$ cat src/logic/meas_seq_pkg.sv
// Shared types and constants for the measurement cycle sequencer
package meas_seq_pkg;

  localparam int unsigned STARTUP_CONVERSIONS = 5;
  localparam int unsigned NORMAL_CONVERSIONS  = 12;
  localparam logic [3:0]  STARTUP_LAST        = 4'h4;
  localparam logic [3:0]  NORMAL_LAST         = 4'hB;
  localparam logic [3:0]  SLOT_RESET          = 4'h0;

  // Signed step count limits for extended offset compensation
  localparam logic signed [5:0] STEP_MAX = 6'sh1F;
  localparam logic signed [5:0] STEP_MIN = -6'sh1F;

  // Offset shift per step in thousandths of a percent of span
  localparam logic [10:0] STEP_SHIFT_125 = 11'h4E2;
  localparam logic [10:0] STEP_SHIFT_076 = 11'h2F8;
  localparam logic [10:0] STEP_SHIFT_052 = 11'h208;
  localparam logic [10:0] STEP_SHIFT_008 = 11'h053;

  // Gain selection codes, highest gain first
  localparam logic [3:0] GAIN_420  = 4'h0;
  localparam logic [3:0] GAIN_280  = 4'h1;
  localparam logic [3:0] GAIN_210  = 4'h2;
  localparam logic [3:0] GAIN_140  = 4'h3;
  localparam logic [3:0] GAIN_105  = 4'h4;
  localparam logic [3:0] GAIN_70   = 4'h5;
  localparam logic [3:0] GAIN_52   = 4'h6;
  localparam logic [3:0] GAIN_35   = 4'h7;
  localparam logic [3:0] GAIN_26   = 4'h8;
  localparam logic [3:0] GAIN_14   = 4'h9;
  localparam logic [3:0] GAIN_9    = 4'hA;
  localparam logic [3:0] GAIN_7    = 4'hB;
  localparam logic [3:0] GAIN_2P8  = 4'hC;

  typedef enum logic [6:0] {
    bridge_signal_conversion     = 7'h01,
    temp_autozero_conversion     = 7'h02,
    temp_calibration_conversion  = 7'h04,
    common_mode_check_conversion = 7'h08,
    positive_short_check         = 7'h10,
    negative_short_check         = 7'h20,
    bridge_autozero_conversion   = 7'h40
  } conv_kind_t;

  typedef enum logic [2:0] {
    src_bridge = 3'h1,
    src_temp   = 3'h2,
    src_offset = 3'h4
  } mux_source_t;

  typedef enum logic [2:0] {
    st_idle  = 3'h1,
    st_issue = 3'h2,
    st_wait  = 3'h4
  } seq_state_t;

  typedef struct packed {
    logic              valid;
    logic              safety_en;
    logic [3:0]        gain_code;
    logic signed [5:0] extended_offset_comp_steps;
  } seq_cfg_t;

  typedef struct packed {
    conv_kind_t  kind;
    mux_source_t source;
  } conv_req_t;

endpackage

$ cat src/logic/measurement_cycle_sequencer.sv
// Measurement cycle sequencer steering the converter input multiplexer
`timescale 1ns/10ps
module measurement_cycle_sequencer
  import meas_seq_pkg::*;
(
  // Clock and reset
  input  wire logic               clk,
  input  wire logic               rst_n,
  // Configuration memory
  input  wire seq_cfg_t           cfg,
  // Converter handshake
  output logic                    conv_start,
  input  wire logic               conv_done,
  output conv_req_t               conv_req_r,
  // Status
  output logic                    normal_mode_r,
  output logic [3:0]              slot_r,
  output logic signed [5:0]       comp_steps_r,
  output logic signed [17:0]      comp_shift_r
);

  seq_state_t state_r;
  seq_state_t state_nxt;
  logic [3:0] slot_nxt;
  logic       normal_mode_nxt;
  conv_req_t  conv_req_nxt;
  logic       last_slot;

  function automatic conv_kind_t slot_kind(input logic       normal,
                                           input logic [3:0] slot,
                                           input logic       safety);
    conv_kind_t k;
    k = bridge_signal_conversion;
    if (!normal)
    begin
      case (slot)
        4'h0:    k = temp_autozero_conversion;
        4'h1:    k = temp_calibration_conversion;
        4'h2:    k = bridge_autozero_conversion;
        default: k = bridge_signal_conversion;
      endcase
    end
    else if (slot[0])
    begin
      case (slot)
        4'h1:    k = temp_autozero_conversion;
        4'h3:    k = temp_calibration_conversion;
        4'h5:    k = safety ? common_mode_check_conversion
                            : temp_calibration_conversion;
        4'h7:    k = safety ? positive_short_check
                            : temp_calibration_conversion;
        4'h9:    k = safety ? negative_short_check
                            : temp_calibration_conversion;
        default: k = bridge_autozero_conversion;
      endcase
    end
    return k;
  endfunction

  function automatic mux_source_t kind_source(input conv_kind_t k);
    mux_source_t s;
    case (k)
      temp_calibration_conversion:  s = src_temp;
      temp_autozero_conversion,
      bridge_autozero_conversion:   s = src_offset;
      default:                      s = src_bridge;
    endcase
    return s;
  endfunction

  assign conv_start = (state_r == st_issue);
  assign last_slot  = normal_mode_r ? (slot_r == NORMAL_LAST)
                                    : (slot_r == STARTUP_LAST);

  always_comb
  begin
    state_nxt       = state_r;
    slot_nxt        = slot_r;
    normal_mode_nxt = normal_mode_r;
    conv_req_nxt    = conv_req_r;
    case (state_r)
      st_idle:
      begin
        // Hold off until configuration memory has been read out
        if (cfg.valid)
          state_nxt = st_issue;
      end
      st_issue:
        state_nxt = st_wait;
      st_wait:
      begin
        if (conv_done)
        begin
          state_nxt = st_issue;
          if (last_slot)
          begin
            slot_nxt        = SLOT_RESET;
            normal_mode_nxt = 1'b1;
          end
          else
            slot_nxt = slot_r + 4'h1;
        end
      end
      default:
        state_nxt = st_idle;
    endcase
    // Request moves only at a hand-over, never while a conversion runs
    if ((state_r == st_idle) || ((state_r == st_wait) && conv_done))
    begin
      conv_req_nxt.kind   = slot_kind(normal_mode_nxt, slot_nxt,
                                      cfg.safety_en);
      conv_req_nxt.source = kind_source(conv_req_nxt.kind);
    end
  end

  always_ff @(posedge clk)
  begin
    if (!rst_n)
    begin
      state_r         <= st_idle;
      slot_r          <= SLOT_RESET;
      normal_mode_r   <= 1'b0;
      conv_req_r      <= '{temp_autozero_conversion, src_offset};
    end
    else
    begin
      state_r         <= state_nxt;
      slot_r          <= slot_nxt;
      normal_mode_r   <= normal_mode_nxt;
      conv_req_r      <= conv_req_nxt;
    end
  end

  offset_comp_scale u_offset_comp (
    .clk       (clk),
    .rst_n     (rst_n),
    .gain_code (cfg.gain_code),
    .steps_in  (cfg.extended_offset_comp_steps),
    .steps_r   (comp_steps_r),
    .shift_r   (comp_shift_r)
  );

  // Kind of the previous started conversion, for the alternation check
  conv_kind_t prev_kind_r;
  conv_kind_t prev_kind_nxt;

  always_comb
  begin
    prev_kind_nxt = prev_kind_r;
    if (conv_start)
      prev_kind_nxt = conv_req_r.kind;
  end

  always_ff @(posedge clk)
  begin
    if (!rst_n)
      prev_kind_r <= bridge_autozero_conversion;
    else
      prev_kind_r <= prev_kind_nxt;
  end
endmodule

$ cat src/logic/xzc_offset_scale.sv
// Extended offset compensation: clamps step count, scales by gain
`timescale 1ns/10ps
module offset_comp_scale
  import meas_seq_pkg::*;
(
  // Clock and reset
  input  wire logic               clk,
  input  wire logic               rst_n,
  // Configuration
  input  wire logic [3:0]         gain_code,
  input  wire logic signed [5:0]  steps_in,
  // Results
  output logic signed [5:0]       steps_r,
  output logic signed [17:0]      shift_r
);

  logic [10:0]        unit;
  logic signed [5:0]  steps_nxt;
  logic signed [17:0] shift_nxt;

  always_comb
  begin
    case (gain_code)
      GAIN_420, GAIN_210, GAIN_105, GAIN_52, GAIN_14: unit = STEP_SHIFT_125;
      GAIN_280, GAIN_140, GAIN_70, GAIN_35, GAIN_9:   unit = STEP_SHIFT_076;
      GAIN_26, GAIN_7:                                unit = STEP_SHIFT_052;
      default:                                        unit = STEP_SHIFT_008;
    endcase
    // Code -32 has no meaning; pin it to the last legal step
    steps_nxt = (steps_in < STEP_MIN) ? STEP_MIN : steps_in;
    // Widen both factors first so the product keeps all its bits
    shift_nxt = 18'(steps_nxt) * 18'($signed({1'b0, unit}));
  end

  always_ff @(posedge clk)
  begin
    if (!rst_n)
    begin
      steps_r <= 6'sh00;
      shift_r <= 18'sh00000;
    end
    else
    begin
      steps_r <= steps_nxt;
      shift_r <= shift_nxt;
    end
  end
endmodule

$ cat config.mk
export PLATFORM = sky130hd
export DESIGN_NAME = measurement_cycle_sequencer
export DESIGN_NICKNAME = d
export VERILOG_FILES = /design/src/logic/meas_seq_pkg.sv /design/src/logic/measurement_cycle_sequencer.sv /design/src/logic/xzc_offset_scale.sv
export SDC_FILE = /design/constraint.sdc
export NUM_CORES = 1
export LEC_CHECK = 0
export BUFFER_PORTS_ARGS = -buffer_cell sky130_fd_sc_hd__buf_2
export CAP_MARGIN = 20
export CORE_MARGIN = 1
export CORE_UTILIZATION = 55
export DETAILED_ROUTE_END_ITERATION = 7
export PLACE_DENSITY = 0.77
export SLEW_MARGIN = 10
export SYNTH_ARGS = -nofsm -noshare
export SYNTH_HDL_FRONTEND = slang
export SYNTH_SLANG_ARGS = --single-unit
$ cat constraint.sdc
create_clock -name clk -period 7.22 [get_ports clk]
set_input_delay 0 -clock clk [delete_from_list [all_inputs] [get_ports clk]]
set_output_delay 0 -clock clk [all_outputs]
set_load 0.05 [all_outputs]
# Word level (Yosys, flattened, before mapping)
# Memory sizes are Yosys's and may differ from the RTL's.
# Index checks and enable logic that the tools add are counted.
[word_totals] ff_bits=42 romBits=144 in_bits=15 out_inout_bits=40 elab_cells=52 n_memories=1
[op_classes] add_sub_neg=1 mul=1 order_cmp=1 n_eq_ne=16 n_mux=20 reduce_logical=5
[memory_table] name="(name not given)" words=16 width=9 read_ports=1 rd_clocked_by_memory_dff=0 wr=0 line="xzc_offset_scale.sv:23" rtl="case (gain_code)"
[ops] cell="7-bit one-hot mux with 5 select lines" count=1
[ops] cell="7-bit two-way mux" count=3
[ops] cell="7-bit one-hot mux with 3 select lines" count=1
[ops] cell="6-bit by 12-bit multiplier with 18-bit output" count=1
[ops] cell="4-bit two-way mux" count=4
[ops] cell="4-bit by 3-bit equality test with 1-bit output (second input constant)" count=3
[ops] cell="6-bit two-way mux" count=2
[ops] cell="3-bit one-hot mux with 3 select lines" count=1
[ops] cell="4-bit by 2-bit equality test with 1-bit output (second input constant)" count=2
[ops] cell="4-bit equality test (second input constant)" count=2
[ops] cell="7-bit by 2-bit equality test with 1-bit output (second input constant)" count=1
[ops] cell="7-bit by 3-bit equality test with 1-bit output (second input constant)" count=1
[ops] cell="7-bit equality test (second input constant)" count=1
[ops] cell="6-bit < comparator (second input constant)" count=1
[ops] cell="3-bit two-way mux" count=2
[ops] cell="3-bit one-hot mux with 2 select lines" count=1
[ops] cell="5-bit two-way mux" count=1
[ops] cell="4-bit by 1-bit adder with 4-bit output (second input constant)" count=1
[ops] cell="4-bit by 1-bit equality test with 1-bit output (second input constant)" count=1
[ops] cell="4-bit logical NOT" count=1
[ops] cell="1-bit two-way mux" count=4
[ops] cell="2-bit != test (second input constant)" count=2
[ops] cell="3-bit by 1-bit equality test with 1-bit output (second input constant)" count=1
[ops] cell="3-bit by 2-bit equality test with 1-bit output (second input constant)" count=1
[ops] cell="other kinds (5)" count=5

# Depth between registers and ports, before layout
# Gate-level depths: netlist (run 1).
[depth] word_depth=13 ltp_mapped=20 mapped_depth_nobuf=20

# Modules after synthesis
# From an unflattened synthesis (run 1), not the netlist that was laid out.
[hier_totals] hier_cells=468 hier_area_um2=3946.3
[by_module_without_submodules] module="offset_comp_scale" instances=1 cells_per_inst=314 area_per_inst_um2=2748.9 seq_area_each_um2=480.5
[by_module_without_submodules] module="measurement_cycle_sequencer" instances=1 cells_per_inst=154 area_per_inst_um2=1197.4 seq_area_each_um2=360.3

# Worst setup path after synthesis (run 1)
# Ideal clock, no wire load.
[synth_path] path_type="input to register" startpoint="input port cfg[1] in the netlist's numbering" endpoint="register u_offset_comp.shift_r[14]" setup_ns=0.128 t_arrival_ns=5.006 required_ns=7.092 path_slack_ns=2.087 cell_stages=16 path_buffers=0 path_cell_list="or4_1 -> o21ai_0 -> ha_1 -> o21ai_0 -> fa_1 -> fa_1 -> inv_1 -> fa_1 -> fa_1 -> fa_1 -> a211o_1 -> a21oi_1 -> o21ai_0 -> a211oi_1 -> xor2_1 -> nor2_1"
[synth_via] elab_chain_len=3
[synth_lines] element="start: declaration" line="measurement_cycle_sequencer.sv:10" rtl="input wire seq_cfg_t cfg,"
[synth_lines] element="6-bit < comparator" line="xzc_offset_scale.sv:30" rtl="steps_nxt = (steps_in < STEP_MIN) ? STEP_MIN : steps_in;"
[synth_lines] element="6-bit two-way mux (*)" line="xzc_offset_scale.sv:30"
[synth_lines] element="6-bit by 12-bit multiplier with 18-bit output (*)" line="xzc_offset_scale.sv:32" rtl="shift_nxt = 18'(steps_nxt) * 18'($signed({1'b0, unit}));"
[synth_lines] element="end signal: assignment" line="xzc_offset_scale.sv:45" rtl="shift_r <= shift_nxt;"
[synth_lines] element="end: declaration" line="xzc_offset_scale.sv:14" rtl="output logic signed [17:0] shift_r"
# Mark *: on every way between the ends. The rest lies on a longest branch, timed or not.
# A chain may end at the register's enable or synchronous reset.

# Worst setup path in the final report (run 1)
# Same ends and word-level chain as after synthesis.

==> results of run 1 <==
[flip-flops by register name, summed over array words and instances, names as in the netlist]
| name | cells |
|---|---|
| state_r | 3 |
| conv_req_r | 10 |
| u_offset_comp.shift_r | 18 |
| slot_r | 4 |
| normal_mode_r | 1 |
| u_offset_comp.steps_r | 6 |
[per-stage QoR]
stage	std cells	setup WS [ns]	instance area, sq um	utilization (%)
after floorplan	433	2.09	3780	-
after global placement	551	1.66	4090	62.9
after detailed placement	551	1.58	4090	62.9
after CTS	560	1.88	4190	64.5
after global routing	560	1.57	4190	64.5
final	560	1.88	4190	64.5
[power groups by stage]
stage	clock, mW	combinational (mW)	sequential, mW
final	0.157	0.654	0.280
after detailed placement	0	0.650	0.286
after global routing	0.168	0.737	0.283
after floorplan	0	0.409	0.397
after global placement	0	0.640	0.285
after CTS	0.160	0.658	0.280
[cell type report]
cell class,instances,area [sq um],area share [%]
Multi-Input combinational cell,332,2710,64.6
Clock buffer,5,68.8,1.64
Tap cell,77,96.3,2.30
Inverter,46,173,4.12
Clock inverter,3,23.8,0.568
Sequential cell,42,841,20.1
Timing Repair Buffer,55,280,6.69
[cells by family after synthesis]
family,share of synthesized area [%]
AOI/OAI and AO/OA,15.0
xor gates and xnor gates,2.55
adders and majority gates,32.2
buffers and inverters,6.25
DFF,22.2
muxes,1.36
and+or+nand+nor,20.5
[critical path: cells and delay by family]
family / cells / cell delay, ns
AO/OA/AOI/OAI: 6 / 1.69
XOR/XNOR: 1 / 0.18
adder cells (fa/ha/maj): 6 / 2.91
buffers and inverters: 2 / 0.16
AND/OR/NAND/NOR: 2 / 0.56
[routing by layer]
| metal | part of all wire, % | GRT usage [%] |
|---|---|---|
| met1 | 47 | 32.2 |
| met2 | 47 | 37.7 |
| met3 | 4.5 | 3.21 |
| met4 | 1.1 | 5.39 |
| met5 | 0 | 0 |
[worst paths after layout]
kind,to,slack [ns],cells after the start
worst max-delay path,u_offset_comp.shift_r[14],1.88,17
worst min-delay path,state_r[1],0.004,3
worst max register to register,conv_req_r[2],4.82,6
worst min register to register,conv_req_r[3],0.45,2
[cells in the final DEF (no fill, tap or decap), types with 6 or more instances in the layout]
master / count
inv_1: 45
o21a_1: 6
a21o_1: 6
and2_1: 12
nand2b_1: 11
fa_1: 27
buf_2: 54
nand2_1: 29
xor2_1: 6
a21oi_1: 18
o211ai_1: 6
nor2_1: 60
nor3_1: 12
nor2b_1: 6
o21ai_0: 9
a211oi_1: 9
ha_1: 54
dfxtp_1: 42
==> results.ini, run 1 <==
[status]
status = finished, violations left
failed_checks = DRC

[floorplan]
die_h_um = 84.9
pin_count = 55
die_w_um = 84.9
rows = 29
dieArea_sq_mm = 0.00721
coreArea_sq_mm = 0.00649
initial_core_util_pct = 58.2

[worst_setup_path]
cp-end-kind = flop
critPathKind = in -> reg
path_cells = buf_2 > or4_1 > o21ai_0 > ha_1 > o21ai_0 > fa_1 > fa_1 > inv_1 > fa_1 > fa_1 > fa_1 > a211o_1 > a21oi_1 > o21ai_0 > a211oi_1 > xor2_1 > nor2_1
r2r-start = state_r[1]
worstPathMaxFanout = 10
crit_required_ns = 7.38
max_stage_delay_ns = 0.56
cp_common_cell = fa_1
critPathSlowestCell = fa_1
crit_arrival_ns = 5.50
start_kind = input pin
crit_path_start = cfg[1]

[power]
internal-power_uw = 579
switching_share_pct = 46.9
cellLeakagePower_nw = 2.12
power_mw = 1.09
peakVddDrop_uv = 149
power.density_mw_per_mm2 = 260
power_frac_clock_pct = 14.3
pwr-share-comb_pct = 60.0
p_switching_uw = 511
seq_power_share_pct = 25.7

[synthesis]
ys_seq_area_share_pct = 22.2
synth-edff-count = 0
synth-seq-cells = 42
yosysWarningCount = 0
synth_common_cells = nor2_1 (60), ha_1 (54), inv_1 (45)
ys_async_sr_fraction_pct = 0
synth_nets = 529
synth_top_area_share_pct = 22.2
synth_cells = 433
yosysMostFrequentCell = nor2_1
avgSynthCellArea_sq_um = 8.74
yosys-top-cells-area = dfxtp_1 (22%), ha_1 (18%), fa_1 (14%)
synth_largest_area_cell = dfxtp_1
yosysUniqueCellTypes = 59
synth_area_sq_mm = 0.00378
ys.flop_type = dfxtp_1

[clock_tree]
cts_hold_buffers = 1
cts-root-buf = clkbuf_8
clock-sinks = 42
cts_tree = yes
clockBufferDepth = 2
clk-insertion-delay-late_ns = 0.30
htree_num_levels = 2
cts_resized = 0
postCtsSetupBuffers = 0
clk_pin_slew_ns = 0.09
cts_buffers = 5

[global_route]
grt_use_total_pct = 22.9
grt_max_degree = 31
overflow = 0
grt_pass1_wl_mm = 13.3
antenna_found_initial = 0
grt_pass1_vias = 3003

[timing]
clock.fmax_mhz = 187
timing.hold.ws_ns = 0.00393
worst_slew_pin_slew_ns = 0.986
min_period_ns = 5.34
setup_viol = 0
finalHoldViolations = 0
period_share_pct = 74.0
rsz0062_at_grt = false
slew_viol_final = 0
fin_skew_ns = 0.0150
slew_headroom_pct = 34.2
setup-tns-final_ns = 0

[layout]
fin_nets = 578
diodes = 0
syn_to_final_growth_pct = 10.7
n_fill_cell = 573
drive_gt1_share_pct = 15.9

[detailed_routing]
drt_iter0_markers = 212
drtPass1Iterations = 8
final_antenna_net_count = 0
drt-total-wl_mm = 7.87
wl_per_cell_um = 14.1
via_count = 3175
remaining_drc_errors = 2
avgViaCountPerCell = 5.67

[job]
maxCapViolCount = 0

[place]
hpwl_mm = 6.37
portBuffers = 54
place.gp.congestion = 0.904

[worst_hold_path]
worstHoldStart = cfg[11]
hold_path_class = in -> reg

No activity file was read; power rests on OpenSTA's default activity.
==> run 2, diff against run 1 <==
Clock period 7.22 ns to 5.48 ns, I/O delays scaled along.
==> results.ini, run 2 (synthesized netlist as in run 1, its figures left out) <==
[clock_tree]
cts_buffers = 5  ; unchanged
clockBufferDepth = 2  ; unchanged
clk-insertion-delay-late_ns = 0.29  ; was 0.30 ns
clk_pin_slew_ns = 0.09  ; about the same
postCtsSetupBuffers = 0  ; unchanged
cts-root-buf = clkbuf_8  ; unchanged
clock-sinks = 42  ; unchanged
cts_tree = yes  ; unchanged
htree_num_levels = 2  ; unchanged

[worst_setup_path]
start_kind = input pin  ; unchanged
critPathKind = in -> reg  ; unchanged
crit_arrival_ns = 5.32  ; was 5.50 ns
crit_required_ns = 5.67  ; was 7.38 ns
worstPathMaxFanout = 10  ; unchanged
cp-end-kind = flop  ; unchanged

[status]
failed_checks = DRC  ; unchanged
status = finished, violations left  ; unchanged

[floorplan]
rows = 29  ; unchanged
initial_core_util_pct = 58.2  ; unchanged
die_w_um = 84.9  ; unchanged
dieArea_sq_mm = 0.00721  ; unchanged
pin_count = 55  ; unchanged
die_h_um = 84.9  ; unchanged
coreArea_sq_mm = 0.00649  ; unchanged

[timing]
min_period_ns = 5.13
fin_skew_ns = 0.0136  ; was 0.0150 ns
finalHoldViolations = 0  ; unchanged
setup_ws_ns = 0.349  ; was 1.88 ns
slew_viol_final = 0  ; unchanged
clock.fmax_mhz = 195
slew_headroom_pct = 34.3  ; was 34.2%
rsz0062_at_grt = false  ; unchanged
setup_viol = 0  ; unchanged
worst_slew_pin_slew_ns = 0.985  ; was 0.986 ns
period_share_pct = 93.6

[layout]
diodes = 0  ; unchanged
final_cell_mix = nor2_1 (60), buf_2 (54), ha_1 (53), inv_1 (45), dfxtp_1 (42)  ; was nor2_1 (60), ha_1 (54), buf_2 (54), inv_1 (45), dfxtp_1 (42)
regArea_sq_um = 841  ; unchanged
syn_to_final_growth_pct = 12.6  ; was 10.7%
reg.largest.list = u_offset_comp.shift_r (18), conv_req_r (10), u_offset_comp.steps_r (6)  ; unchanged
fin_nets = 585  ; was 578
n_fill_cell = 568  ; was 573
multi_input_area_sq_mm = 0.00271  ; about the same
largest_register_ffs = 18  ; unchanged
final_common_cell = nor2_1  ; unchanged
drive_gt1_share_pct = 17.8  ; was 15.9%
fin_util_pct = 65.6  ; was 64.5%
top_register = u_offset_comp.shift_r  ; unchanged

[job]
maxCapViolCount = 0  ; unchanged

[worst_hold_path]
hold_path_class = in -> reg  ; unchanged

[global_route]
grt_pass1_wl_mm = 13.4  ; was 13.3 mm
antenna_found_initial = 0  ; unchanged
overflow = 0  ; unchanged
use_met3_pct = 2.82  ; was 3.21%
grt_max_degree = 31  ; unchanged
grtUsageMet1_pct = 32.8  ; was 32.2%
grt_use_total_pct = 23.1  ; was 22.9%
use_met2_pct = 37.9  ; was 37.7%
grt_pass1_vias = 2972  ; was 3003
grt.busiest_layer = met2  ; unchanged

[detailed_routing]
via_count = 3208  ; was 3175
drt-total-wl_mm = 8.01  ; was 7.87 mm
remaining_drc_errors = 2  ; unchanged
final_antenna_net_count = 0  ; unchanged
wl_per_cell_um = 14.1  ; about the same
avgViaCountPerCell = 5.66  ; was 5.67
drt_iter0_markers = 152  ; was 212
drtPass1Iterations = 6  ; was 8

[power]
cellLeakagePower_nw = 2.17  ; was 2.12 nW
peakVddDrop_uv = 231  ; was 149 uV
power.density_mw_per_mm2 = 351  ; was 260 mW/mm^2
power_mw = 1.50  ; was 1.09 mW

[place]
place.gp.congestion = 0.972  ; was 0.904
pre_cts_ws_ns = -0.0102  ; was 1.58 ns
portBuffers = 54  ; unchanged
hpwl_mm = 6.55  ; was 6.37 mm

## run 2: cell type report
| cell class | instances | area share (%) |
|---|---|---|
| clock buffers | 5 | 1.62 |
| clock inverters | 3 | 0.940 |
| inverters | 46 | 4.05 |
| multi-input cells | 332 | 63.6 |
| flip-flops and latches | 42 | 19.7 |
| well taps | 77 | 2.26 |
| repair buffers | 62 | 7.75 |
## run 2: timing repair
action                                  in CTS  in global routing
endpoints found under the setup margin       0                  1
hold buffers                                 0                  0
gates resized for setup                      0                  4
## run 2: path summary, 6_finish.rpt
path | start | end | slack (ns) | depth (start not counted)
max reg2reg | slot_r[0] | conv_req_r[9] | 3.10 | 6
min | cfg[11] | state_r[1] | 0.01 | 3
min reg2reg | conv_req_r[6] | conv_req_r[6] | 0.46 | 2
max | cfg[1] | u_offset_comp.shift_r[17] | 0.35 | 18
## run 2: report_power, final
group | internal (mW) | switching, mW
Sequential | 0.352 | 0.0163
Clock | 0.134 | 0.107
Combinational | 0.328 | 0.559
## run 2: worst max-delay path, cell delays in order
cell and delay, ns:
buf_2 0.11, or4_1 0.52, o21ai_1 0.20, ha_2 0.36
nand2b_1 0.27, nor2_1 0.26, fa_1 0.49, fa_1 0.56
inv_1 0.06, fa_1 0.52, inv_1 0.04, ha_1 0.28
ha_1 0.36, or3_1 0.39, o211ai_1 0.17, o211ai_1 0.18
a31o_2 0.27, mux2_2 0.26
## run 2: per-stage QoR
stage,hold WS (ns),TNS (ns),area (sq um),cells
after floorplan,0.146,0,3780,433
after global placement,0.314,0,4150,559
after detailed placement,0.313,-0.0149,4150,559
after CTS,0.00756,0,4250,567
after global routing,0.0331,0,4260,567
final,0.0113,0,4260,567
## run 2: routing by layer
layer  wire [um]  up-vias
met1        3790     1512
met5           0        -
li1            -     1595
met2        3800       92
met4          64        0
met3         353        9
==> run 3, diff against run 2 <==
Settings changed: ABC_AREA set to 1, PLACE_DENSITY 0.77 to 0.78.
==> results.ini, run 3 <==
[clock_tree]
clk_pin_slew_ns = 0.08  ; was 0.09 ns
clock-sinks = 42  ; unchanged
clockBufferDepth = 2  ; unchanged
htree_num_levels = 2  ; unchanged
cts_buffers = 5  ; unchanged
cts_tree = yes  ; unchanged
clk-insertion-delay-late_ns = 0.29  ; about the same
cts-root-buf = clkbuf_8  ; unchanged

[power]
cellLeakagePower_nw = 2.31  ; was 2.17 nW
power_mw = 1.51  ; was 1.50 mW
power.density_mw_per_mm2 = 370  ; was 351 mW/mm^2
peakVddDrop_uv = 245  ; was 231 uV

[worst_setup_path]
worstPathMaxFanout = 8  ; was 10
crit_required_ns = 5.70  ; was 5.67 ns
critPathKind = in -> reg  ; unchanged
crit_arrival_ns = 5.07  ; was 5.32 ns
cp_common_cell = fa_1  ; unchanged
path_cells = buf_2 > o41ai_1 > ha_1 > nor2_1 > inv_1 > nor2_1 > inv_1 > fa_1 > fa_1 > inv_1 > fa_1 > fa_1 > fa_1 > nand2_1 > inv_1 > o21ai_0 > nand2_1 > a21oi_1 > nor3_1 > o21ai_0 > nand2_1 > nor2_1  ; was buf_2 > or4_1 > o21ai_1 > ha_2 > nand2b_1 > nor2_1 > fa_1 > fa_1 > inv_1 > fa_1 > inv_1 > ha_1 > ha_1 > or3_1 > o211ai_1 > o211ai_1 > a31o_2 > mux2_2
cp-end-kind = flop  ; unchanged
path_delay_family = adder cells  ; unchanged
critPathBufInv = 5  ; was 3
critPathSlowestCell = fa_1  ; unchanged
start_kind = input pin  ; unchanged
max_stage_delay_ns = 0.55  ; was 0.56 ns

[global_route]
use_met2_pct = 41.4  ; was 37.9%
grt_pass1_wl_mm = 12.9  ; was 13.4 mm
grt_pass1_vias = 3032  ; was 2972
grtUsageMet1_pct = 27.5  ; was 32.8%
grt_use_total_pct = 22.6  ; was 23.1%
overflow = 0  ; unchanged
antenna_found_initial = 0  ; unchanged
grt.busiest_layer = met2  ; unchanged
grt_max_degree = 29  ; was 31
use_met3_pct = 2.29  ; was 2.82%

[synthesis]
yosysUniqueCellTypes = 33  ; was 59
synth-edff-count = 0  ; unchanged
yosysWarningCount = 0  ; unchanged
avgSynthCellArea_sq_um = 7.69  ; was 8.74 sq um
ys_seq_area_share_pct = 23.3  ; was 22.2%
synth_top_area_share_pct = 23.3  ; was 22.2%
ys.flop_type = dfxtp_1  ; unchanged
synth_cells = 468  ; was 433
synth_area_sq_mm = 0.00360  ; was 0.00378 sq mm
synth_common_cells = inv_1 (85), nand2_1 (70), nor2_1 (70)  ; was nor2_1 (60), ha_1 (54), inv_1 (45)
synth-seq-cells = 42  ; unchanged
synth_nets = 564  ; was 529
synth_largest_area_cell = dfxtp_1  ; unchanged
yosysMostFrequentCell = inv_1  ; was nor2_1
ys_async_sr_fraction_pct = 0  ; unchanged
yosys-top-cells-area = dfxtp_1 (23%), ha_1 (19%), fa_1 (15%)  ; was dfxtp_1 (22%), ha_1 (18%), fa_1 (14%)

[timing]
period_share_pct = 88.4  ; was 93.6%
clock.fmax_mhz = 206  ; was 195 MHz
slew_headroom_pct = 64.9  ; was 34.3%
setup-tns-final_ns = 0  ; unchanged
slew_viol_final = 0  ; unchanged
min_period_ns = 4.84  ; was 5.13 ns
fin_skew_ns = 0.0163  ; was 0.0136 ns
finalHoldViolations = 0  ; unchanged
worst_slew_pin_slew_ns = 0.525  ; was 0.985 ns
rsz0062_at_grt = false  ; unchanged
setup_viol = 0  ; unchanged

[floorplan]
initial_core_util_pct = 56.7  ; was 58.2%
rows = 29  ; unchanged
coreArea_sq_mm = 0.00635  ; was 0.00649 sq mm
die_w_um = 82.9  ; was 84.9 um
pin_count = 55  ; unchanged
die_h_um = 82.9  ; was 84.9 um
dieArea_sq_mm = 0.00687  ; was 0.00721 sq mm

[place]
place.gp.congestion = 0.978  ; was 0.972
hpwl_mm = 6.13  ; was 6.55 mm
portBuffers = 54  ; unchanged

[job]
maxCapViolCount = 0  ; unchanged

[detailed_routing]
wl_per_cell_um = 12.2  ; was 14.1 um
final_antenna_net_count = 0  ; unchanged
remaining_drc_errors = 0  ; was 2
avgViaCountPerCell = 5.13  ; was 5.66
drt_iter0_markers = 149  ; was 152
via_count = 3100  ; was 3208
drt-total-wl_mm = 7.37  ; was 8.01 mm
drtPass1Iterations = 4  ; was 6

[layout]
final_common_cell = inv_1  ; was nor2_1
fin_nets = 622  ; was 585
reg.largest.list = u_offset_comp.shift_r (18), conv_req_r (10), u_offset_comp.steps_r (6)  ; unchanged
top_register = u_offset_comp.shift_r  ; unchanged
largest_register_ffs = 18  ; unchanged
final_cell_mix = inv_1 (85), nand2_1 (70), nor2_1 (70), ha_1 (54), buf_2 (54)  ; was nor2_1 (60), buf_2 (54), ha_1 (53), inv_1 (45), dfxtp_1 (42)
syn_to_final_growth_pct = 13.3  ; was 12.6%
drive_gt1_share_pct = 16.7  ; was 17.8%
diodes = 0  ; unchanged
fin_util_pct = 64.3  ; was 65.6%

[status]
status = completed  ; was finished, violations left

[worst_hold_path]
hold_path_class = in -> reg  ; unchanged

-- run 3: layer usage --
layer	up-vias	share of wire [%]
met1	1436	47
met5	-	0
met4	0	1.5
li1	1594	-
met2	60	49
met3	10	2.6
-- run 3: kinds of logic after synthesis --
group | after synthesis | share of synthesized area [%]
adder cells (fa/ha/maj) | 81 | 33.8
buffers and inverters | 95 | 9.94
AO/OA/AOI/OAI | 66 | 10.6
XOR/XNOR | 2 | 0.487
AND/OR/NAND/NOR | 182 | 21.9
flip-flops | 42 | 23.3
-- run 3: power breakdown --
part / switching (mW) / internal, mW / total (mW)
registers: 0.0224 / 0.367 / 0.389
clock network: 0.105 / 0.137 / 0.242
logic: 0.604 / 0.275 / 0.880
-- run 3: cell type report --
cell class                      count  area, sq um
Clock buffer                        5         68.8
Clock inverter                      3         43.8
Fill cell                         566         2270
Inverter                           89          334
Multi-Input combinational cell    331         2400
Sequential cell                    42          841
Tap cell                           77         96.3
Timing Repair Buffer               57          295
-- run 3: worst paths after layout --
kind                            slack (ns)           from  cells past startpoint                   endpoint
worst max-delay path                  0.64         cfg[0]                     22  u_offset_comp.shift_r[14]
worst max register to register        3.70      slot_r[0]                     12              conv_req_r[0]
worst min register to register        0.48  conv_req_r[2]                      2              conv_req_r[2]
worst min-delay path                  0.02        cfg[11]                      3                 state_r[0]
-- run 3: worst reg2reg max path, stage by stage (launching register included) --
cell and delay (ns):
dfxtp_1 0.46, ha_1 0.19, nand2_1 0.06, nor2_1 0.10, nand2_1 0.05, nand2_1 0.16
nor2_2 0.08, nor2_2 0.19, nand3_1 0.14, nand2_1 0.09, nand2_1 0.06, nand2_1 0.09
a21oi_2 0.03
-- run 3: through the flow --
stage | worst slack [ns] | hold slack (ns) | instances | instance area (sq um)
floorplan | 0.906 | 0.158 | 468 | 3600
CTS | 0.636 | 0.0146 | 604 | 4080
global placement | 0.534 | 0.309 | 595 | 3960
detailed placement | 0.356 | 0.306 | 595 | 3960
finish | 0.636 | 0.0175 | 604 | 4080
global route | 0.0965 | 0.0115 | 604 | 4080
-- run 3: what timing repair did --
item	4_1_cts	5_1_grt
hold buffers	1	0
hold endpoints to repair	1	0
buffers inserted	0	0
gates resized for setup	0	0
